**config.mk**
```make
export PLATFORM = sky130hd
export DESIGN_NAME = wdt_top
export DESIGN_NICKNAME = d
export VERILOG_FILES = /design/src/wdt_pkg.sv /design/src/wdt_tick.sv /design/src/wdt_top.sv
export SDC_FILE = /design/constraint.sdc
export NUM_CORES = 1
export LEC_CHECK = 0
export BUFFER_PORTS_ARGS = -buffer_cell sky130_fd_sc_hd__buf_2
export CORE_ASPECT_RATIO = 0.75
export CORE_MARGIN = 2
export CORE_UTILIZATION = 30
export CTS_BUF_LIST = sky130_fd_sc_hd__clkbuf_8
export CTS_CLUSTER_DIAMETER = 30
export CTS_CLUSTER_SIZE = 24
export DETAILED_ROUTE_END_ITERATION = 8
export GPL_TIMING_DRIVEN = 1
export HOLD_SLACK_MARGIN = 0.02
export PLACE_DENSITY_LB_ADDON = 0.3
export SYNTH_ARGS = -nofsm -noshare
export SYNTH_HDL_FRONTEND = slang
export SYNTH_SLANG_ARGS = --single-unit
```
**constraint.sdc**
```tcl
create_clock -name clk -period 2.2 [get_ports clk]
set_input_delay 0.22 -clock clk [delete_from_list [all_inputs] [get_ports clk]]
set_output_delay 0.22 -clock clk [all_outputs]
set_load 0.02 [all_outputs]
```
**src/wdt_pkg.sv**
```systemverilog
package wdt_pkg;

    // ------------------------------------------------------------------
    // Port and codes
    // ------------------------------------------------------------------
    localparam logic [15:0] WATCHDOG_PORT_ADDRESS = 16'h0076;
    localparam logic [7:0]  CODE_DISABLE          = 8'h00;
    localparam logic [4:0]  GROUP_RESET           = 5'h04;
    localparam logic [4:0]  GROUP_IRQ15           = 5'h06;
    localparam logic [4:0]  GROUP_IRQ11           = 5'h07;
    localparam int          FACTOR_LSB            = 0;
    localparam int          FACTOR_W              = 3;
    localparam int          GROUP_LSB             = 3;

    // ------------------------------------------------------------------
    // Timing
    // ------------------------------------------------------------------
    localparam int CLK_HZ          = 10_000_000;
    localparam int TICK_MS         = 1000;
    localparam int TICK_CYCLES     = CLK_HZ / 1000 * TICK_MS;
    localparam int RESET_PULSE_US  = 10;
    localparam int RESET_PULSE_CYC = RESET_PULSE_US * (CLK_HZ / 1_000_000);
    localparam int BLINK_MS        = 500;
    localparam int BLINK_CYCLES    = CLK_HZ / 1000 * BLINK_MS;

    // Time-out in seconds for factors one to eight.
    localparam logic [5:0] PERIOD_SEC [8] = '{6'd3, 6'd9, 6'd15, 6'd22,
                                             6'd28, 6'd34, 6'd40, 6'd46};

    // ------------------------------------------------------------------
    // Types
    // ------------------------------------------------------------------
    typedef enum logic [1:0] {WDT_ACT_RESET, WDT_ACT_IRQ11, WDT_ACT_IRQ15} wdt_action_t;

    typedef struct packed {
        logic        wr;
        logic [15:0] addr;
        logic [7:0]  data;
    } wdt_io_t;

    typedef struct packed {
        logic sys_reset;
        logic irq11;
        logic irq15;
        logic led;
    } wdt_out_t;

endpackage

```
**src/wdt_tick.sv**
```systemverilog
`timescale 1ns/1ps
`default_nettype none

// ----------------------------------------------------------------------
// Free-running divider giving a one-cycle pulse every period.
// ----------------------------------------------------------------------
module wdt_tick #(
    parameter int PERIOD = 10_000_000
) (
    // Clock and reset
    input  wire logic clk,
    input  wire logic rst_n,
    // Restart and pulse
    input  wire logic restart,
    output var  logic tick
);

    logic [31:0] cnt_r;

    always_ff @(posedge clk or negedge rst_n) begin
        if (!rst_n) begin
            cnt_r <= 32'h0;
            tick  <= 1'b0;
        end else if (restart || cnt_r == 32'(PERIOD - 1)) begin
            cnt_r <= 32'h0;
            tick  <= !restart;
        end else begin
            cnt_r <= cnt_r + 32'h1;
            tick  <= 1'b0;
        end
    end

endmodule // wdt_tick

`default_nettype wire

```
**src/wdt_top.sv**
```systemverilog
//Function
//- Valid-code write to port 76h arms timer.
//- New valid code changes the period.
//- Writing zero disables; no further action.
//- Code group selects reset, IRQ11, IRQ15.
//- Factor one to eight, eight codes.
//- Periods 3,9,15,22,28,34,40,46 seconds.
//- IRQ15 group asserts IRQ15 on expiry.
//- 24h and 34h give 28 seconds.
//- Disabled after reset until valid-code write.
//- Retrigger reloads the full period.
//- Reset group expiry emits system reset pulse.
//- LED blinks while armed, steady otherwise.
`timescale 1ns/1ps
`default_nettype none

module wdt_top #(
    parameter int TICK_CYCLES = wdt_pkg::TICK_CYCLES,
    parameter int BLINK_CYCLES = wdt_pkg::BLINK_CYCLES
) (
    // Clock and reset
    input  wire logic            clk,
    input  wire logic            rst_n,
    // Host I/O write port
    input  wire logic            io_wr,
    input  wire logic [15:0]     io_addr,
    input  wire logic [7:0]      io_data,
    // Time-out actions and indicator
    output var  logic            sys_reset,
    output var  logic            irq11,
    output var  logic            irq15,
    output var  logic            led
);

    // ------------------------------------------------------------------
    // Code decode
    // ------------------------------------------------------------------
    function automatic logic code_valid(input logic [7:0] c);
        logic [4:0] g;
        g = c[7:wdt_pkg::GROUP_LSB];
        code_valid = (g == wdt_pkg::GROUP_RESET) || (g == wdt_pkg::GROUP_IRQ11) ||
                     (g == wdt_pkg::GROUP_IRQ15);
    endfunction

    function automatic wdt_pkg::wdt_action_t code_action(input logic [7:0] c);
        logic [4:0] g;
        g = c[7:wdt_pkg::GROUP_LSB];
        if (g == wdt_pkg::GROUP_IRQ11) begin
            code_action = wdt_pkg::WDT_ACT_IRQ11;
        end else if (g == wdt_pkg::GROUP_IRQ15) begin
            code_action = wdt_pkg::WDT_ACT_IRQ15;
        end else begin
            code_action = wdt_pkg::WDT_ACT_RESET;
        end
    endfunction

    wdt_pkg::wdt_io_t io;
    assign io = '{wr: io_wr, addr: io_addr, data: io_data};

    logic hit;
    logic wr_off;
    logic wr_arm;
    assign hit    = io.wr && io.addr == wdt_pkg::WATCHDOG_PORT_ADDRESS;
    assign wr_off = hit && io.data == wdt_pkg::CODE_DISABLE;
    assign wr_arm = hit && code_valid(io.data);

    // ------------------------------------------------------------------
    // Seconds timebase
    // ------------------------------------------------------------------
    // Restarted on each arm so that the first second is a full one.
    logic sec_tick;
    wdt_tick #(.PERIOD(TICK_CYCLES)) u_sec (
        .clk     (clk),
        .rst_n   (rst_n),
        .restart (wr_arm),
        .tick    (sec_tick)
    );

    // ------------------------------------------------------------------
    // Arming state and countdown
    // ------------------------------------------------------------------
    logic                 armed_r;
    logic [5:0]           count_r;
    wdt_pkg::wdt_action_t action_r;
    logic                 expire;

    // An arming or zero write in the expiry cycle wins, so a late disable still prevents any action.
    assign expire = armed_r && !wr_arm && !wr_off && sec_tick && count_r == 6'h01;

    always_ff @(posedge clk or negedge rst_n) begin
        if (!rst_n) begin
            armed_r <= 1'b0;
        end else if (wr_off || expire) begin
            armed_r <= 1'b0;
        end else if (wr_arm) begin
            armed_r <= 1'b1;
        end
    end

    always_ff @(posedge clk or negedge rst_n) begin
        if (!rst_n) begin
            count_r  <= 6'h00;
            action_r <= wdt_pkg::WDT_ACT_RESET;
        end else if (wr_arm) begin
            // Reload the full period from the new factor.
            count_r  <= wdt_pkg::PERIOD_SEC[io.data[wdt_pkg::FACTOR_W-1:0]];
            action_r <= code_action(io.data);
        end else if (armed_r && sec_tick) begin
            count_r <= count_r - 6'h01;
        end
    end

    // ------------------------------------------------------------------
    // Time-out actions
    // ------------------------------------------------------------------
    logic [15:0] rst_cnt_r;

    always_ff @(posedge clk or negedge rst_n) begin
        if (!rst_n) begin
            rst_cnt_r <= 16'h0;
            sys_reset <= 1'b0;
        end else if (expire && action_r == wdt_pkg::WDT_ACT_RESET) begin
            rst_cnt_r <= 16'(wdt_pkg::RESET_PULSE_CYC - 1);
            sys_reset <= 1'b1;
        end else if (rst_cnt_r != 16'h0) begin
            rst_cnt_r <= rst_cnt_r - 16'h1;
        end else begin
            sys_reset <= 1'b0;
        end
    end

    // Interrupt lines hold their level until the host writes zero or a valid code to the port.
    always_ff @(posedge clk or negedge rst_n) begin
        if (!rst_n) begin
            irq11 <= 1'b0;
            irq15 <= 1'b0;
        end else if (expire) begin
            irq11 <= action_r == wdt_pkg::WDT_ACT_IRQ11;
            irq15 <= action_r == wdt_pkg::WDT_ACT_IRQ15;
        end else if (hit && (wr_off || wr_arm)) begin
            irq11 <= 1'b0;
            irq15 <= 1'b0;
        end
    end

    // ------------------------------------------------------------------
    // Front-panel indicator
    // ------------------------------------------------------------------
    logic [31:0] blink_r;

    always_ff @(posedge clk or negedge rst_n) begin
        if (!rst_n) begin
            blink_r <= 32'h0;
            led     <= 1'b0;
        end else if (!armed_r) begin
            blink_r <= 32'h0;
            led     <= 1'b0;
        end else if (blink_r == 32'(BLINK_CYCLES - 1)) begin
            blink_r <= 32'h0;
            led     <= !led;
        end else begin
            blink_r <= blink_r + 32'h1;
        end
    end

endmodule // wdt_top

`default_nettype wire
```
== Word level (Yosys, flattened, before mapping) ==
Memory sizes are Yosys's and may differ from the RTL's.
Cells that the tools add are included.
Cells by class
  add/sub/neg operators: 4
  magnitude comparators: 1
  eq/ne operators: 11
  multiplexer cells: 21
  bitwise gates (word level): 1
  reductions and logical operators: 25
Operator list (number)
  two-way mux 32 bit: 3
  adder 32 x 1 -> 32 bit, second input constant: 2
  equality test 32 x 23 -> 1 bit, second input constant: 1
  equality test 32 x 24 -> 1 bit, second input constant: 1
  two-way mux 16 bit: 2
  two-way mux 6 bit: 4
  equality test 16 x 7 -> 1 bit, second input constant: 1
  nonzero test 16 bit: 1
  subtractor 16 x 1 -> 16 bit, second input constant: 1
  equality test 5 x 3 -> 1 bit, second input constant: 3
  logical AND 1 bit: 10
  two-way mux 1 bit: 10
  logical NOT 8 bit: 1
  nonzero test 2 bit: 4
  equality test 6 x 1 -> 1 bit, second input constant: 1
  subtractor 6 x 1 -> 6 bit, second input constant: 1
  logical OR 1 bit: 5
  >= comparator 4 bit, second input constant: 1
  two-way mux 2 bit: 2
  NOT 3 -> 4 bit: 1
  logical NOT 1 bit: 3
  equality test 2 x 1 -> 1 bit, second input constant: 1
  equality test 2 bit, second input constant: 1
  logical NOT 2 bit: 1
  2 further kinds: 2
Storage, ports and cells
  register bits after elaboration: 94
  memory bits (read-only): 48
  input bits: 27
  output and inout bits: 4
  logic and storage cells: 75
  memories kept: 1
Memories
  (no name shown): depth 8, bits a word 6, read ports 1, clocked after Yosys merged registers in 0, write ports 0, line wdt_top.sv:106  | count_r <= wdt_pkg::PERIOD_SEC[io.data[wdt_pkg::FACTOR_W-1:0]];

== Longest topological paths before layout ==
Gate-level depths: netlist of the first run.
  depth in word-level cells: 11
  depth in mapped cells: 8

== Modules after synthesis ==
Synthesis of the first run repeated with hierarchy kept, for this count alone.
Unflattened totals
  cell total of the unflattened synthesis: 550
  area, all modules: 5400.2 um^2
Modules (own cells, without submodules)
  wdt_top: instances 1, cells an instance 374, area an instance 3540.9 um^2, sequential area each 1526.5 um^2
  wdt_tick: instances 1, cells an instance 176, area an instance 1859.3 um^2, sequential area each 825.8 um^2

== Worst setup path before layout of the first run ==
Ideal clock, no wire load.
  kind: reg2reg
  start: register blink_r[0]
  end: register blink_r[23]
  library setup time: 0.119 ns
  arrival time: 1.629 ns
  data required time: 2.081 ns
  setup slack: 0.452 ns
  cell stages (with the launch flop): 8
  path through: dfrtp_1 -> ha_1 -> and3_1 -> nand3_1 -> nor4_1 -> nand2b_1 -> buf_4 -> nor2_1
On the way
  cells in the longest elaborated chain, start to end: 3
RTL lines
  start, declared: line wdt_top.sv:149  | logic [31:0] blink_r;
  start signal, assigned: line wdt_top.sv:162  | blink_r <= blink_r + 32'h1;
  adder 32 x 1 -> 32 bit or equality test 32 x 23 -> 1 bit (tied branches): line wdt_top.sv:162, wdt_top.sv:158
  two-way mux 32 bit *: line wdt_top.sv:158  | end else if (blink_r == 32'(BLINK_CYCLES - 1)) begin
  two-way mux 32 bit *: line wdt_top.sv:155  | end else if (!armed_r) begin
Every way passes the cells marked *; elsewhere a longest branch is shown, timed or not.
A chain may end at the register's enable or synchronous reset.

== Worst setup path in the final report of the first run ==
  start: register blink_r[28]
  end: register blink_r[10]
On the way
  cells in the longest elaborated chain, start to end: 3
RTL lines (line)
  equality test 32 x 23 -> 1 bit: wdt_top.sv:158
  two-way mux 32 bit: wdt_top.sv:158
  two-way mux 32 bit: wdt_top.sv:155
Every way passes these cells.

==> results of run 1 <==
flip-flops by register name (all words and copies together) (netlist names):
name / count
action_r: 2
armed_r: 1
blink_r: 32
count_r: 6
irq11: 1
irq15: 1
led: 1
rst_cnt_r: 16
sys_reset: 1
u_sec.cnt_r: 32
u_sec.tick: 1
worst paths after layout:
path / to / slack [ps] / cells after the start
setup / recovery: blink_r[10]$_DFF_PN0_ / 180 / 7
hold / removal: action_r[0]$_DFFE_PN0N_ / 100 / 2
setup reg to reg: blink_r[10]$_DFF_PN0_ / 180 / 7
hold reg to reg: u_sec.cnt_r[0]$_DFF_PN0_ / 490 / 1
max in group asynchronous: blink_r[13]$_DFF_PN0_ / 1370 / 3
min in group asynchronous: u_sec.cnt_r[20]$_DFF_PN0_ / 420 / 3
through the flow:
stage	std cells	total power, mW
after floorplan	516	1.80
after global placement	757	1.87
final	774	2.97
after global routing	774	3.12
after CTS	774	3.03
after detailed placement	757	1.88
cell type report:
cell class	instances	area, sq um	area share (%)
flip-flops and latches	94	2350	41.1
multi-input cells	394	2550	44.5
repair buffers	47	320	5.59
clock inverters	3	17.5	0.306
inverters	13	48.8	0.852
well taps	210	263	4.59
clock buffers	13	179	3.12
power groups by stage:
stage / Combinational [mW] / Sequential [mW] / Clock (mW)
2_1_floorplan: 0.0333 / 1.77 / 0
3_3_place_gp: 0.103 / 1.77 / 0
3_5_place_dp: 0.105 / 1.77 / 0
4_1_cts: 0.107 / 1.74 / 1.19
5_1_grt: 0.118 / 1.74 / 1.26
6_report: 0.103 / 1.74 / 1.13
critical path: stages (launching register included):
cell,delay (ps)
dfrtp_1,440
nor4_1,430
nand3_1,150
nor4_2,300
buf_4,160
nand2b_1,140
buf_12,200
nor2_1,70
cell usage after synthesis, types with 5 or more instances:
library cell and count:
clkbuf_1 5, nand2_1 23, dfrtp_1 94, and3_1 7
nor2_1 96, or3_1 10, nand2b_1 6, nand3_1 35
a21oi_1 12, xor2_1 47, buf_4 7, o21ai_0 10
nand4_1 22, nor3_1 14, nor4_1 14, inv_1 13
ha_1 10, xnor2_1 25
per-layer routing:
metal  wire (microns)  vias to the layer above  track usage [%]
li1                 -                     1886                -
met1             5180                     1825             16.5
met2             4720                       31             19.7
met3              233                        8             3.07
met4               63                        0             2.75
met5                0                        -                0
cell families (layout without fill, tap and decap cells):
group	Yosys count	in the layout	share of synthesized area, %
fa+ha+maj	10	10	2.49
simple gates	272	272	30.2
xor+xnor	72	72	12.6
flops	94	94	46.8
mux	6	6	1.25
compound gates	34	34	3.99
buf+inv	28	76	2.69
placed cells by master, fill, tap and decap left out, types with 3 or more instances in the layout:
cell type	instances
nand3_2	3
o21ai_0	10
buf_2	29
nand2_1	23
xnor2_1	25
nor3_1	14
a31oi_1	3
mux2i_1	4
clkbuf_8	13
nand4_1	22
or4_1	3
or3_1	10
and2_1	4
buf_4	14
ha_1	10
nor4_1	13
and4_1	4
nand3b_1	4
xor2_1	47
nand3_1	34
dfrtp_1	94
and3_1	7
nand2b_1	6
nor2_1	96
inv_1	14
nor4_2	5
nor4b_1	4
buf_12	3
a21oi_1	12
repair_timing:
item	in CTS	in global routing
endpoints found under the setup margin	0	32
endpoints found under the hold margin	94	0
hold buffers	1	0
resized for setup	0	2
setup buffers	0	0
==> results.py, run 1 <==
metrics = {
    "run_status": {
        "status": "completed",
    },
    "global_routing": {
        "grt_max_degree": 95,
        "grt_pass1_wl_mm": 17.6,
        "grt_usage_pct": 12.1,
        "antenna_found_initial": 0,
        "grt_overflow": 0,
        "grt_pass1_vias": 3709,
    },
    "timing": {
        "finalHoldViolCount": 0,
        "worst_pin_slew_ps": 555,
        "finClkSkew_ps": 13.0,
        "slew_headroom_pct": 62.8,
        "post-route-period-util_pct": 91.7,
        "fin_tns_setup_ps": 0,
        "setup_ws_ps": 183,
        "setup_viol": 0,
        "holdWs_ps": 100,
        "min_period_ps": 2020,
        "drv_slew": 0,
        "rsz0062_at_grt": "false",
        "max_freq_mhz": 496,
    },
    "logic_synthesis": {
        "ys.warnings.count": 0,
        "synthCells": 516,
        "yosys.area.top_type": "dfrtp_1",
        "synth-seq-cells": 94,
        "synth_edf_count": 0,
        "ys_types": 52,
        "synthesis.nets": 553,
        "postSynth.asyncResetShare_pct": 100,
        "netlist.area_leader.share_pct": 46.8,
        "synthTopCellsByArea": "dfrtp_1 (47%), xor2_1 (8.2%), nor2_1 (7.2%)",
        "syn_area_per_cell_sq_um": 9.73,
        "synth_flop_cell": "dfrtp_1",
        "synth_area_sq_mm": 0.00502,
        "seq_area_frac_synth_pct": 46.8,
    },
    "floorplanning": {
        "boundaryPins": 31,
        "core-area_sq_mm": 0.0162,
        "initial_utilization_pct": 31.0,
        "die_y_microns": 116,
        "fp-row-count": 40,
        "fp.dieW_microns": 153,
        "die_area_sq_mm": 0.0178,
    },
    "cells_and_area": {
        "finish.instance_area_sq_mm": 0.00573,
        "drive_gt1_share_pct": 15.1,
        "num_antenna_cells": 0,
        "fillers": 1655,
        "num-nets-final": 596,
        "area_delta_synth_final_pct": 14.0,
        "fin_util_pct": 35.3,
    },
    "routing": {
        "vias": 3750,
        "drc": 0,
        "ant_nets": 0,
        "avgRoutedWirePerCell_microns": 13.2,
        "drt-initial-drc-count": 177,
        "viasPerCell": 4.84,
        "routed_wl_mm": 10.2,
        "drtPass1Iterations": 4,
    },
    "power": {
        "p_comb_share_pct": 3.5,
        "p_int_mw": 2.30,
        "p_clk_share_pct": 38.1,
        "power_density_mw_per_mm2": 518,
        "switchingPower_mw": 0.667,
        "power_leakage_nw": 2.40,
        "max-vdd-ir-drop_mv": 0.257,
        "switching_share_pct": 22.5,
        "p_seq_share_pct": 58.5,
    },
    "worst_setup_path": {
        "cp-start-kind": "flip-flop",
        "startpoint": "blink_r[28]$_DFF_PN0_",
        "cp.arrival_ps": 2260,
        "reg2reg_from": "blink_r[28]$_DFF_PN0_",
        "critPathKind": "flip-flop to flip-flop",
        "crit_path_end_kind": "flip-flop",
        "cp.required_ps": 2450,
        "cp_max_fo": 32,
    },
    "placed_design": {
        "post-place-ws_ps": 121,
        "dpl.hpwl_mm": 7.03,
        "io_buffers": 30,
        "detailed_place.area_sq_mm": 0.00551,
        "gp_congestion": 0.810,
    },
    "cts": {
        "clk-insertion-delay-late_ps": 360,
        "cts.sinks": 94,
        "cts_tree": "built",
        "cts.path.max_buffers": 2,
        "path_clk_slew_ps": 90,
        "cts-htree-levels": 3,
        "cts_buffers": 9,
        "cts_root_buf": "clkbuf_8",
    },
    "hold_path": {
        "worstHoldPathType": "input pin to flip-flop",
        "min-delay-start": "io_data[5]",
    },
    "job": {
        "drv_cap": 0,
    },
}
Power figures use the tool's default switching activity.
==> run 2: changes to the inputs <==
Settings changed: SETUP_SLACK_MARGIN from default to 0.5.
==> run 2 against run 1 <==
  * Clock skew fell by 3.8 ps
  * Design area up 18%
  * Worst setup slack better by 120 ps
  * First-iteration DRC count grew 11%
  * Power down 1.7%
  * Critical path type unchanged
==> results.py, run 2 (synthesized netlist as in run 1, its figures left out) <==
metrics = {
    "cells_and_area": {
        "multi_input_area_sq_mm": 0.00306,
        "mostFrequentLayoutCells": "dfrtp_1 (84), nor2_1 (57), buf_4 (50), xor2_1 (47), buf_2 (29)",
        "drive_gt1_share_pct": 36.2,
        "area_delta_synth_final_pct": 34.1,
        "fillers": 1535,
        "seq_area_sq_mm": 0.00236,
        "num-nets-final": 645,
        "stdcell_count": 823,
        "final_common_cell": "dfrtp_1",
        "num_antenna_cells": 0,
        "top_regs": "blink_r (32), u_sec.cnt_r (32), rst_cnt_r (16)",
    },
    "worst_setup_path": {
        "reg2reg_from": "u_sec.cnt_r[18]$_DFF_PN0_",
        "crit_chain": "or4_4 -> nor4_4 -> nand4_1 -> nand2b_4 -> clkbuf_16 -> nor2_1",
        "r2r_cells": 6,
        "cp_max_fo": 5,
        "crit_buf_inv": 1,
        "cp_slowest_cell": "or4_4",
        "critPathKind": "flip-flop to flip-flop",
        "slowest_delay_ps": 550,
        "cp-start-kind": "flip-flop",
        "cp.arrival_ps": 2150,
        "cp.required_ps": 2460,
        "critPathTopFamily": "simple AND/OR/NAND/NOR gates",
        "cp.depth": 6,
        "startpoint": "u_sec.cnt_r[18]$_DFF_PN0_",
        "crit_path_end_kind": "flip-flop",
    },
    "run_status": {
        "status": "completed",
    },
    "timing": {
        "fin_tns_setup_ps": 0,
        "rsz0062_at_grt": "true",
        "worst_pin_slew_ps": 478,
        "drv_slew": 0,
        "setup_ws_ps": 306,
        "setup_viol": 0,
        "slew_headroom_pct": 67.9,
        "min_period_ps": 1890,
        "finClkSkew_ps": 9.13,
        "max_freq_mhz": 528,
        "finalHoldViolCount": 0,
        "post-route-period-util_pct": 86.1,
    },
    "global_routing": {
        "grt_overflow": 0,
        "grt_pass1_wl_mm": 19.4,
        "grt_max_degree": 48,
        "grt_usage_pct": 13.1,
        "antenna_found_initial": 0,
        "grt_pass1_vias": 4067,
    },
    "placed_design": {
        "post-place-ws_ps": 189,
        "io_buffers": 30,
        "gp_congestion": 0.823,
        "place_inst": 757,
        "dpl.hpwl_mm": 7.21,
    },
    "floorplanning": {
        "core-area_sq_mm": 0.0162,
        "die_y_microns": 116,
        "fp.dieW_microns": 153,
        "fp-row-count": 40,
        "die_area_sq_mm": 0.0178,
        "initial_utilization_pct": 31.0,
        "boundaryPins": 31,
    },
    "power": {
        "power_density_mw_per_mm2": 433,
        "max-vdd-ir-drop_mv": 0.219,
        "power_leakage_nw": 2.73,
    },
    "cts": {
        "cts-htree-levels": 3,
        "cts.path.max_buffers": 2,
        "cts_buffers": 9,
        "cts.sinks": 94,
        "path_clk_slew_ps": 90,
        "clk-insertion-delay-late_ps": 370,
        "cts_tree": "built",
        "cts_root_buf": "clkbuf_8",
    },
    "job": {
        "drv_cap": 0,
    },
    "routing": {
        "drtPass1Iterations": 4,
        "drt-initial-drc-count": 196,
        "viasPerCell": 5.00,
        "vias": 4112,
        "ant_nets": 0,
        "drc": 0,
        "routed_wl_mm": 12.0,
        "avgRoutedWirePerCell_microns": 14.5,
    },
    "hold_path": {
        "min-delay-start": "io_data[5]",
        "min_delay_path_depth": 2,
        "worstHoldPathType": "input pin to flip-flop",
    },
}
==> run 2: changes by cell type in the layout (fill, tap and decap cells not counted), sizes merged <==
cell / change
inv: +1
clkinv: +1
clkbuf: -3
buf: +48
clkinvlp: +2
==> run 2: worst paths after layout <==
check	slack, ps	end
worst max-delay path	310	u_sec.cnt_r[8]$_DFF_PN0_
worst min-delay path	110	action_r[0]$_DFFE_PN0N_
worst max register to register	310	u_sec.cnt_r[8]$_DFF_PN0_
worst min register to register	520	irq11$_DFFE_PN0P_
max in group asynchronous	1240	u_sec.cnt_r[8]$_DFF_PN0_
min in group asynchronous	320	blink_r[23]$_DFF_PN0_
==> run 2: through the flow <==
stage	hold slack [ps]	area (sq um)	util, %	total power [mW]
floorplan	-75.6	5040	-	1.80
global placement	191	5540	34.1	1.87
detailed placement	199	5540	34.1	1.88
CTS	86.7	6350	39.2	2.95
global route	91.2	6730	41.5	3.05
finish	106	6730	41.5	2.92
==> run 2: power breakdown <==
part | leakage, nW | switching [mW] | total (mW) | internal (mW)
Sequential | 1.23 | 0.00522 | 1.74 | 1.73
Combinational | 1.41 | 0.0687 | 0.111 | 0.0426
Clock | 0.0870 | 0.657 | 1.07 | 0.413
Total | 2.73 | 0.731 | 2.92 | 2.19
==> run 2: cell type report <==
cell class	instances	share of cell area [%]
clock buffer	9	1.84
clock inverter	7	0.743
timing repair buffer	96	12.3
sequential	94	35.1
multi-input combinational	394	45.4
tap	210	3.90
inverter	13	0.725
==> run 2: layer usage <==
layer  share of wire, %  vias up  track usage, %
li1                   -     1986               -
met1                 47     2069            17.7
met2                 49       47            21.5
met3                3.1       10            3.10
met4               0.69        0            3.36
met5                  0        -               0
==> run 2: worst reg2reg max path: stages (launching register included) <==
cell and delay (ps):
dfrtp_1 390, or4_4 550, nor4_4 270, nand4_1 180, nand2b_4 190, clkbuf_16 170, nor2_1 50
==> run 2: what timing repair did <==
action,CTS,global route
hold buffers,1,0
endpoints found under the setup margin,81,85
hold endpoints to repair,30,0
cloned,4,2
pin swaps,35,28
gates resized for setup,74,58
buffers inserted,27,16
